===== src/hdl/pps_pkg.sv =====
package pps_pkg;

    // ----------------------------------------
    // register indices and byte addresses
    // ----------------------------------------
    localparam int ADDR_W = 10;
    localparam logic [7:0] IDX_PORT_D = 8'h08;
    localparam logic [7:0] IDX_PORT_E = 8'h09;
    localparam logic [7:0] IDX_DIR_D = 8'h88;
    localparam logic [7:0] IDX_DIR_E = 8'h89;
    localparam logic [7:0] IDX_ANALOG = 8'h9F;
    localparam logic [ADDR_W-1:0] A_PORT_D = {IDX_PORT_D, 2'h0};
    localparam logic [ADDR_W-1:0] A_PORT_E = {IDX_PORT_E, 2'h0};
    localparam logic [ADDR_W-1:0] A_DIR_D = {IDX_DIR_D, 2'h0};
    localparam logic [ADDR_W-1:0] A_DIR_E = {IDX_DIR_E, 2'h0};
    localparam logic [ADDR_W-1:0] A_ANALOG = {IDX_ANALOG, 2'h0};

    // ----------------------------------------
    // field positions
    // ----------------------------------------
    localparam int BIT_IBF = 7;
    localparam int BIT_OBF = 6;
    localparam int BIT_INPUT_OVERFLOW_FLAG = 5;
    localparam int BIT_MODE = 4;
    localparam int BIT_FMT = 7;
    localparam int PIN_RD = 0;
    localparam int PIN_WR = 1;
    localparam int PIN_SEL = 2;

    // ----------------------------------------
    // reset values
    // ----------------------------------------
    localparam logic [7:0] RST_DIR_D = 8'hFF;
    localparam logic [2:0] RST_DIR_E = 3'h7;
    localparam logic [7:0] RST_LATCH_D = 8'h00;
    localparam logic [2:0] RST_LATCH_E = 3'h0;
    localparam logic [3:0] RST_CFG = 4'h0;

    // config field codes that make the control pins digital
    localparam logic [3:0] CFG_DIGITAL_A = 4'h6;
    localparam logic [3:0] CFG_DIGITAL_B = 4'h7;

    // ----------------------------------------
    // clock phases
    // ----------------------------------------
    localparam int PHASES = 4;
    localparam int PH_Q2 = 1;
    localparam int PH_Q4 = 3;

    typedef enum logic [1:0] {
        ST_IDLE = 2'h0,
        ST_ACTIVE = 2'h1,
        ST_WAIT_Q2 = 2'h3,
        ST_WAIT_Q4 = 2'h2
    } pps_xfer_state_t;

endpackage


===== src/hdl/pps_phase_if.sv =====
interface pps_phase_if;
    logic q2;
    logic q4;
    modport gen (output q2, output q4);
    modport use_ph (input q2, input q4);
endinterface


===== src/hdl/pps_phase_gen.sv =====
module pps_phase_gen #(
    parameter int PHASES = pps_pkg::PHASES
) (
    input wire logic clock_in,   // core clock
    input wire logic sys_rst_in, // sync reset, active high
    pps_phase_if.gen ph          // phase strobes
);

    localparam int CW = $clog2(PHASES);

    generate
        if (PHASES < 4) begin : g_chk
            $error("PHASES must be at least 4");
        end
    endgenerate

    logic [CW-1:0] cnt_q;
    logic [CW-1:0] cnt_d;

    // ----------------------------------------
    // phase counter: one phase per clock
    // ----------------------------------------
    assign cnt_d = (cnt_q == CW'(PHASES - 1)) ? '0 : cnt_q + CW'(1);

    always_ff @(posedge clock_in) begin
        if (sys_rst_in) begin
            cnt_q <= '0;
        end else begin
            cnt_q <= cnt_d;
        end
    end

    assign ph.q2 = (cnt_q == CW'(pps_pkg::PH_Q2));
    assign ph.q4 = (cnt_q == CW'(pps_pkg::PH_Q4));

endmodule


===== src/hdl/pps_parallel_port.sv =====
// Behaviour
// [RULE1] byte port pins each have direction bits
// [RULE2] control direction bits: 1 input, 0 output
// [RULE3] mode bit 4 selects slave or GPIO
// [RULE4] slave mode: control pins are strobes
// [RULE5] software sets strobes input and digital
// [RULE6] analog control pins read as zero
// [RULE7] direction bits drive control pins always
// [RULE8] after reset control pins analog, read zero
// [RULE9] select and read low drive output latch
// [RULE10] select and write low capture pins
// [RULE11] select is active low, gates strobes
// [RULE12] bit 7 input full flag
// [RULE13] bit 6 output full flag
// [RULE14] bit 5 overflow, software clears
// [RULE15] bit 3 reads zero, ignores writes
// [RULE16] status register resets to 0000 -111
// [RULE17] byte direction register resets all ones
// [RULE18] input full set at Q4 after Q2
// [RULE19] input full clears on latch read
// [RULE20] output full clears on external read
// [RULE21] outside slave mode full flags held zero
// [RULE22] master holds select, never both strobes
//
// Our own choice: register access over Avalon-MM.
module pps_parallel_port #(
    parameter int DATA_W = 8,
    parameter int CTRL_W = 3
) (
    input wire logic clock_in,                  // core clock, 250 MHz
    input wire logic sys_rst_in,                // sync reset, active high
    input wire logic [9:0] avs_address_in,      // avalon byte address
    input wire logic avs_read_in,               // avalon read
    input wire logic avs_write_in,              // avalon write
    input wire logic [31:0] avs_writedata_in,   // avalon write data
    input wire logic [3:0] avs_byteenable_in,   // avalon byte enables
    output logic [31:0] avs_readdata_out,       // avalon read data
    output logic avs_waitrequest_out,           // avalon wait
    input wire logic [7:0] byte_port_pins_in,   // byte port pin levels
    output logic [7:0] byte_port_pins_out,      // byte port drive value
    output logic [7:0] byte_port_pins_oe_out,   // byte port drive enable
    input wire logic [2:0] ctrl_pins_in,        // control pin levels
    output logic [2:0] ctrl_pins_out,           // control pin drive value
    output logic [2:0] ctrl_pins_oe_out,        // control pin drive enable
    output logic [2:0] analog_select_out,       // control pins analog
    output logic slave_port_mode_sel_out,       // slave mode active
    output logic transfer_done_irq_flag_out     // transfer done pulse
);

    generate
        if (DATA_W != 8 || CTRL_W != 3) begin : g_chk
            $error("port widths are fixed at 8 and 3");
        end
    endgenerate

    // ----------------------------------------
    // phase strobes
    // ----------------------------------------
    pps_phase_if ph_if ();

    pps_phase_gen #(
        .PHASES(pps_pkg::PHASES)
    ) u_phase (
        .clock_in(clock_in),
        .sys_rst_in(sys_rst_in),
        .ph(ph_if)
    );

    // ----------------------------------------
    // registers
    // ----------------------------------------
    logic [7:0] latch_d_q;
    logic [7:0] latch_d_d;
    logic [2:0] latch_e_q;
    logic [2:0] latch_e_d;
    logic [7:0] dir_d_q;
    logic [7:0] dir_d_d;
    logic [2:0] dir_e_q;
    logic [2:0] dir_e_d;
    logic mode_q;
    logic mode_d;
    logic ibf_q;
    logic ibf_d;
    logic obf_q;
    logic obf_d;
    logic input_overflow_flag_q;
    logic input_overflow_flag_d;
    logic fmt_q;
    logic fmt_d;
    logic [3:0] cfg_q;
    logic [3:0] cfg_d;
    logic [7:0] in_latch_q;
    logic [7:0] in_latch_d;
    logic ack_q;
    logic ack_d;
    logic [31:0] rdata_q;
    logic [31:0] rdata_d;
    logic done_q;
    logic done_d;
    logic is_wr_q;
    logic is_wr_d;
    pps_pkg::pps_xfer_state_t st_q;
    pps_pkg::pps_xfer_state_t st_d;

    // ----------------------------------------
    // bus handshake: one wait state per access
    // ----------------------------------------
    wire req = avs_read_in | avs_write_in;
    wire commit = req & ack_q;
    wire lane0 = avs_byteenable_in[0];
    wire sw_wr = commit & avs_write_in & lane0;
    wire sw_rd = commit & avs_read_in;
    wire [7:0] wd = avs_writedata_in[7:0];

    assign ack_d = req & ~ack_q;
    assign avs_waitrequest_out = req & ~ack_q;

    // ----------------------------------------
    // address decode
    // ----------------------------------------
    wire hit_pd = (avs_address_in == pps_pkg::A_PORT_D);
    wire hit_pe = (avs_address_in == pps_pkg::A_PORT_E);
    wire hit_dd = (avs_address_in == pps_pkg::A_DIR_D);
    wire hit_de = (avs_address_in == pps_pkg::A_DIR_E);
    wire hit_an = (avs_address_in == pps_pkg::A_ANALOG);

    wire wr_pd = sw_wr & hit_pd;
    wire wr_pe = sw_wr & hit_pe;
    wire wr_dd = sw_wr & hit_dd;
    wire wr_de = sw_wr & hit_de;
    wire wr_an = sw_wr & hit_an;
    wire rd_pd = sw_rd & hit_pd;

    // ----------------------------------------
    // analog selection of control pins
    // ----------------------------------------
    wire cfg_digital = (cfg_q == pps_pkg::CFG_DIGITAL_A) |
                       (cfg_q == pps_pkg::CFG_DIGITAL_B);
    // after reset the field is zero, so all three pins are analog
    wire [2:0] analog_mask = cfg_digital ? 3'h0 : 3'h7; // [RULE8]

    assign analog_select_out = analog_mask;
    assign slave_port_mode_sel_out = mode_q;

    // analog pins read as zero in the data register
    wire [2:0] pe_read = ctrl_pins_in & ~analog_mask; // [RULE6] [RULE8]

    // an analog pin has no digital input, so as a strobe it is idle
    wire [2:0] ctrl_eff = ctrl_pins_in | analog_mask;

    // ----------------------------------------
    // strobe decode
    // ----------------------------------------
    // strobes count only while select is low
    wire sel_low = mode_q & ~ctrl_eff[pps_pkg::PIN_SEL]; // [RULE4] [RULE11]
    wire rd_act = sel_low & ~ctrl_eff[pps_pkg::PIN_RD]; // [RULE9]
    wire wr_act = sel_low & ~ctrl_eff[pps_pkg::PIN_WR]; // [RULE10]

    // the master never lowers both strobes; write is taken first if it does
    wire wr_start = (st_q == pps_pkg::ST_IDLE) & wr_act; // [RULE22]
    wire rd_start = (st_q == pps_pkg::ST_IDLE) & rd_act & ~wr_act;

    // ----------------------------------------
    // transfer sequencer
    // ----------------------------------------
    always_comb begin
        st_d = st_q;
        is_wr_d = is_wr_q;
        done_d = 1'b0;
        case (st_q)
            pps_pkg::ST_IDLE: begin
                if (wr_start) begin
                    st_d = pps_pkg::ST_ACTIVE;
                    is_wr_d = 1'b1;
                end else if (rd_start) begin
                    st_d = pps_pkg::ST_ACTIVE;
                    is_wr_d = 1'b0;
                end
            end
            pps_pkg::ST_ACTIVE: begin
                // either select or strobe high ends the transfer
                if (is_wr_q ? ~wr_act : ~rd_act) begin
                    st_d = pps_pkg::ST_WAIT_Q2;
                end
            end
            pps_pkg::ST_WAIT_Q2: begin
                if (ph_if.q2) begin
                    st_d = pps_pkg::ST_WAIT_Q4; // [RULE18]
                end
            end
            pps_pkg::ST_WAIT_Q4: begin
                if (ph_if.q4) begin
                    st_d = pps_pkg::ST_IDLE;
                    done_d = 1'b1; // [RULE18]
                end
            end
            default: begin
                st_d = pps_pkg::ST_IDLE;
            end
        endcase
        // leaving slave mode abandons a transfer in flight
        if (!mode_q) begin
            st_d = pps_pkg::ST_IDLE;
            done_d = 1'b0;
        end
    end

    wire set_ibf = done_d & is_wr_q;

    // ----------------------------------------
    // input latch
    // ----------------------------------------
    // the pins are followed for as long as select and the write strobe are both low
    assign in_latch_d = wr_act ? byte_port_pins_in : in_latch_q; // [RULE10]

    // ----------------------------------------
    // status flags
    // ----------------------------------------
    // set by the sequencer wins over a clearing read
    assign ibf_d = !mode_q ? 1'b0 : // [RULE21]
                   set_ibf ? 1'b1 : // [RULE12] [RULE18]
                   (rd_pd ? 1'b0 : ibf_q); // [RULE19]

    // a firmware write wins over an external read starting with it
    assign obf_d = !mode_q ? 1'b0 : // [RULE21]
                   wr_pd ? 1'b1 : // [RULE13]
                   (rd_start ? 1'b0 : obf_q); // [RULE20]

    // overflow survives mode changes; hardware set wins over clear
    wire input_overflow_flag_set = wr_start & ibf_q; // [RULE14]
    assign input_overflow_flag_d = input_overflow_flag_set | (wr_de ? wd[pps_pkg::BIT_INPUT_OVERFLOW_FLAG] : input_overflow_flag_q); // [RULE14] [RULE21]

    // ----------------------------------------
    // software writable fields
    // ----------------------------------------
    assign latch_d_d = wr_pd ? wd : latch_d_q;
    assign latch_e_d = wr_pe ? wd[2:0] : latch_e_q;
    assign dir_d_d = wr_dd ? wd : dir_d_q; // [RULE1]
    assign dir_e_d = wr_de ? wd[2:0] : dir_e_q; // [RULE2]
    assign mode_d = wr_de ? wd[pps_pkg::BIT_MODE] : mode_q; // [RULE3]
    assign fmt_d = wr_an ? wd[pps_pkg::BIT_FMT] : fmt_q;
    assign cfg_d = wr_an ? wd[3:0] : cfg_q;

    // ----------------------------------------
    // read data
    // ----------------------------------------
    // bit 3 of the status register has no storage and reads zero
    wire [7:0] de_read = {ibf_q, obf_q, input_overflow_flag_q, mode_q, 1'b0, dir_e_q}; // [RULE15]
    wire [7:0] pd_read = mode_q ? in_latch_q : byte_port_pins_in;
    wire [7:0] an_read = {fmt_q, 3'h0, cfg_q};

    wire [7:0] rd_mux = hit_pd ? pd_read :
                        hit_pe ? {5'h00, pe_read} :
                        hit_dd ? dir_d_q :
                        hit_de ? de_read :
                        hit_an ? an_read : 8'h00;

    // read data is sampled while waitrequest is high, held after
    assign rdata_d = (avs_read_in & ~ack_q) ? {24'h000000, rd_mux} : rdata_q;
    assign avs_readdata_out = rdata_q;

    // ----------------------------------------
    // pin drivers
    // ----------------------------------------
    // byte port: slave mode ignores the direction register
    assign byte_port_pins_out = latch_d_q; // [RULE9]
    assign byte_port_pins_oe_out = mode_q ? {8{rd_act}} : ~dir_d_q; // [RULE1] [RULE9]

    // control pins keep their direction bits in every mode
    assign ctrl_pins_out = latch_e_q;
    assign ctrl_pins_oe_out = ~dir_e_q; // [RULE2] [RULE7]

    assign transfer_done_irq_flag_out = done_q;

    // ----------------------------------------
    // state flops
    // ----------------------------------------
    always_ff @(posedge clock_in) begin
        if (sys_rst_in) begin
            ibf_q <= 1'b0; // [RULE16]
            obf_q <= 1'b0; // [RULE16]
            input_overflow_flag_q <= 1'b0; // [RULE16]
            mode_q <= 1'b0; // [RULE16]
            dir_e_q <= pps_pkg::RST_DIR_E; // [RULE16]
        end else begin
            ibf_q <= ibf_d;
            obf_q <= obf_d;
            input_overflow_flag_q <= input_overflow_flag_d;
            mode_q <= mode_d;
            dir_e_q <= dir_e_d;
        end
    end

    always_ff @(posedge clock_in) begin
        if (sys_rst_in) begin
            dir_d_q <= pps_pkg::RST_DIR_D; // [RULE17]
            latch_d_q <= pps_pkg::RST_LATCH_D;
            latch_e_q <= pps_pkg::RST_LATCH_E;
            in_latch_q <= pps_pkg::RST_LATCH_D;
        end else begin
            dir_d_q <= dir_d_d;
            latch_d_q <= latch_d_d;
            latch_e_q <= latch_e_d;
            in_latch_q <= in_latch_d;
        end
    end

    always_ff @(posedge clock_in) begin
        if (sys_rst_in) begin
            fmt_q <= 1'b0;
            cfg_q <= pps_pkg::RST_CFG; // [RULE8]
        end else begin
            fmt_q <= fmt_d;
            cfg_q <= cfg_d;
        end
    end

    always_ff @(posedge clock_in) begin
        if (sys_rst_in) begin
            st_q <= pps_pkg::ST_IDLE;
            is_wr_q <= 1'b0;
            done_q <= 1'b0;
        end else begin
            st_q <= st_d;
            is_wr_q <= is_wr_d;
            done_q <= done_d;
        end
    end

    always_ff @(posedge clock_in) begin
        if (sys_rst_in) begin
            ack_q <= 1'b0;
            rdata_q <= 32'h00000000;
        end else begin
            ack_q <= ack_d;
            rdata_q <= rdata_d;
        end
    end

endmodule


===== config.mk =====
export PLATFORM = sky130hd
export DESIGN_NAME = pps_parallel_port
export DESIGN_NICKNAME = d
export VERILOG_FILES = /design/src/hdl/pps_pkg.sv /design/src/hdl/pps_phase_if.sv /design/src/hdl/pps_phase_gen.sv /design/src/hdl/pps_parallel_port.sv
export SDC_FILE = /design/constraint.sdc
export NUM_CORES = 1
export LEC_CHECK = 0
export BUFFER_PORTS_ARGS = -buffer_cell sky130_fd_sc_hd__clkbuf_2
export CELL_PAD_IN_SITES_DETAIL_PLACEMENT = 0
export CELL_PAD_IN_SITES_GLOBAL_PLACEMENT = 2
export CORE_MARGIN = 2
export CORE_UTILIZATION = 25
export CTS_BUF_LIST = sky130_fd_sc_hd__clkbuf_8
export CTS_CLUSTER_SIZE = 40
export DETAILED_ROUTE_END_ITERATION = 10
export GPL_TIMING_DRIVEN = 0
export PLACE_DENSITY_LB_ADDON = 0.1
export SLEW_MARGIN = 15
export SYNTH_ARGS = -nofsm -noshare
export SYNTH_HDL_FRONTEND = slang
export SYNTH_SLANG_ARGS = --single-unit

===== constraint.sdc =====
create_clock -name clock_in -period 1.9 [get_ports clock_in]
set_clock_uncertainty 0.05 [all_clocks]
set_input_delay 0.19 -clock clock_in [delete_from_list [all_inputs] [get_ports clock_in]]
set_output_delay 0.19 -clock clock_in [all_outputs]
set_load 0.01 [all_outputs]

==> results.ini <==
[synthesis]
synth_top_area_share=0.380
synth-async-reset-ratio=0
yosys.area_share.simple=0.196
synthesis.area_um2=2840
synth_top_family_by_area=simple AND/OR/NAND/NOR gates
yosysWarnings=0
avgSynthCellArea_um2=8.72
synthCells=326
synthDistinctLibCells=45
synthTopCellsByCount=54 x dfxtp_1, 39 x mux2i_1, 38 x nor2_1
yosysSeqAreaShare=0.380
synth_mux_area_frac=0.137
synth_top_area_cell=dfxtp_1
synth_seq_cells=54
synth-xor-area-share=0
synth_ff_type=dfxtp_1
synth_area_leaders=dfxtp_1 38%, mux2i_1 14%, buf_4 7.1%
yosysMostFrequentCell=dfxtp_1
synth-edff-count=0
synth_compound_area_frac=0.145
yosys.area_share.adder=0.00880

[placement]
hpwl_um=6560
dpl_cell_area_um2=3440
gp_routability_congestion=0.788
dp_worst_setup_slack_ps=-423
io_buffers=66

[finish]
final_layout_size_suffix_gt1_frac=0.327
n_fill_cell=1191
post-route-util=0.328
fin_nets=488
post-route-cell-area_um2=3610
synthToLayoutAreaGrowth_pct=26.8
n_antenna_cell=0

[power]
p_per_area_nw_per_um2=582
p_leak_nw=1.68
ir_worst_vdd_v=0.000309

[timing]
setup_slack_ps=-18.9
max_freq_mhz=521
finalCriticalPeriod_ps=1920
finalSetupViolCount=7
rsz0062_at_grt=true
hold_viol_final=0
slew_violations=0
worst_pin_slew_ps=647
whs_ps=70.3
finalSetupTns_ps=-74.3
fin_crit_sh=1.01
slew_headroom=0.565

[global_routing]
grtUsageTotal=0.142
grt_pass1_wl_um=13700
antenna_found_initial=0
grt_max_degree=20
overflow=0
grt_pass1_vias=2472

[clock_network]
cts_tree=done
clockBufferDepth=2
cts_root_buf=clkbuf_8
clk_latency_ps=310
postCtsHoldBufs=0
cts.sink_count=54
cts_max_level=2
numCtsBuffers=5
clkSlewWorstSetupHoldPaths_ps=100

[routing]
drtIter0Drc=120
wire_per_inst_um=15.5
ant_nets=0
via_per_inst=4.51
firstDrtPassIters=4
route.detailed.drc=0
num_vias=2550
wl_um=8730

[critical_path]
crit_buf_inv=2
critical_path.top_delay_family=simple AND/OR/NAND/NOR gates
critPathLaunchType=register
endpoint_kind=output pin
crit_required_ps=1660
path_cells=nand3b_1 > or3_4 > buf_6 > o21ai_2 > clkbuf_2
crit_type=register to output pin
cp_max_fo=5
slowest_stage=or3_4
slowest_delay_ps=430
crit_arrival_ps=1680

[floorplan]
io_pins=121
rows=38
die_w_um=111
dieArea_um2=12200
start_util=0.259
die_h_um=111
core-area_um2=11000

[status]
status=finished, violations left
violations=negative setup slack

[min_path]
hp-class=input port to register

[run]
cap_violations=0

==> cell usage in the layout, fill, tap and decap left out, types with 2 or more instances in the layout <==
cell type   n
nand4_1     7
ha_1        2
nor2_1     38
inv_1      12
dfxtp_1    51
nand3_1     4
and3_1      2
clkbuf_1    6
buf_4      30
o21ai_2     6
a211oi_1    4
nand2b_1    3
or4b_2      4
o221a_2     2
nor4_4      3
clkbuf_8    6
nor3_1      9
dfxtp_2     3
o21ai_0    10
clkbuf_2   59
nand2_1    25
buf_6       5
a22oi_1     3
mux2i_1    39
a311oi_1    2
o211ai_1   10
o22ai_1     3
buf_2      13
o21ai_1     2
nor2b_1     4
a21oi_1    14
conb_1     24
==> kinds of logic (layout without fill, tap and decap cells) <==
| group | count (synthesis) | count (layout) |
|---|---|---|
| AND/OR/NAND/NOR | 106 | 106 |
| AO/OA/AOI/OAI | 64 | 64 |
| buffers and inverters | 60 | 136 |
| flip-flops | 54 | 54 |
| multiplexers | 39 | 39 |
| adder cells (fa/ha/maj) | 2 | 2 |
| other | 1 | 24 |
==> layout make-up <==
type | count | area, µm² | area share
multi-input combinational | 235 | 1520 | 0.421
timing repair buffer | 71 | 375 | 0.104
clock buffer | 5 | 68.8 | 0.0191
buffer | 46 | 325 | 0.0902
clock inverter | 2 | 13.8 | 0.00382
inverter | 12 | 45.0 | 0.0125
tap | 140 | 175 | 0.0486
sequential | 54 | 1080 | 0.301
==> registers in the layout, indices dropped and copies added (netlist names) <==
register                    cells
is_wr_q                         1
byte_port_pins_out              8
ctrl_pins_out                   3
transfer_done_irq_flag_out      1
avs_readdata_out                8
u_phase.cnt_q                   2
st_q                            2
fmt_q                           1
cfg_q                           4
ibf_q                           1
slave_port_mode_sel_out         1
dir_e_q                         3
input_overflow_flag_q           1
ack_q                           1
in_latch_q                      8
dir_d_q                         8
obf_q                           1
==> layer usage <==
layer | GRT usage | up-vias | part of all wire | wire length (µm)
met4 | 0.0250 | 0 | 0.0044 | 38
met5 | 0 | - | 0 | 0
li1 | - | 1302 | - | -
met3 | 0.0257 | 2 | 0.044 | 385
met1 | 0.199 | 1184 | 0.49 | 4280
met2 | 0.230 | 62 | 0.46 | 4030
==> path summary, 6_finish.rpt <==
check / end / start / slack [ps] / depth (start not counted)
worst max-delay path: byte_port_pins_oe_out[2] / cfg_q[3] / -20 / 5
worst min-delay path: avs_readdata_out[3] / sys_rst_in / 70 / 2
worst min register to register: u_phase.cnt_q[0] / u_phase.cnt_q[0] / 440 / 1
worst max register to register: slave_port_mode_sel_out / ack_q / 140 / 4
==> stage by stage <==
stage	cells	power [mW]
finish	565	2.10
global route	565	2.19
CTS	565	2.12
detailed placement	555	1.46
global placement	555	1.46
floorplan	349	1.36
==> where the power goes <==
part | leakage [nW] | switching, mW | internal [mW]
Clock | 0.0444 | 0.407 | 0.257
Combinational | 1.19 | 0.159 | 0.116
Sequential | 0.439 | 0.0126 | 1.15
==> timing repair <==
action / in CTS / in global routing
buffers inserted: 5 / 0
resized for setup: 22 / 11
endpoints found under the hold margin: 0 / 0
setup endpoints to repair: 19 / 11
pin swaps: 1 / 2
No activity file was read; power rests on OpenSTA's default activity.
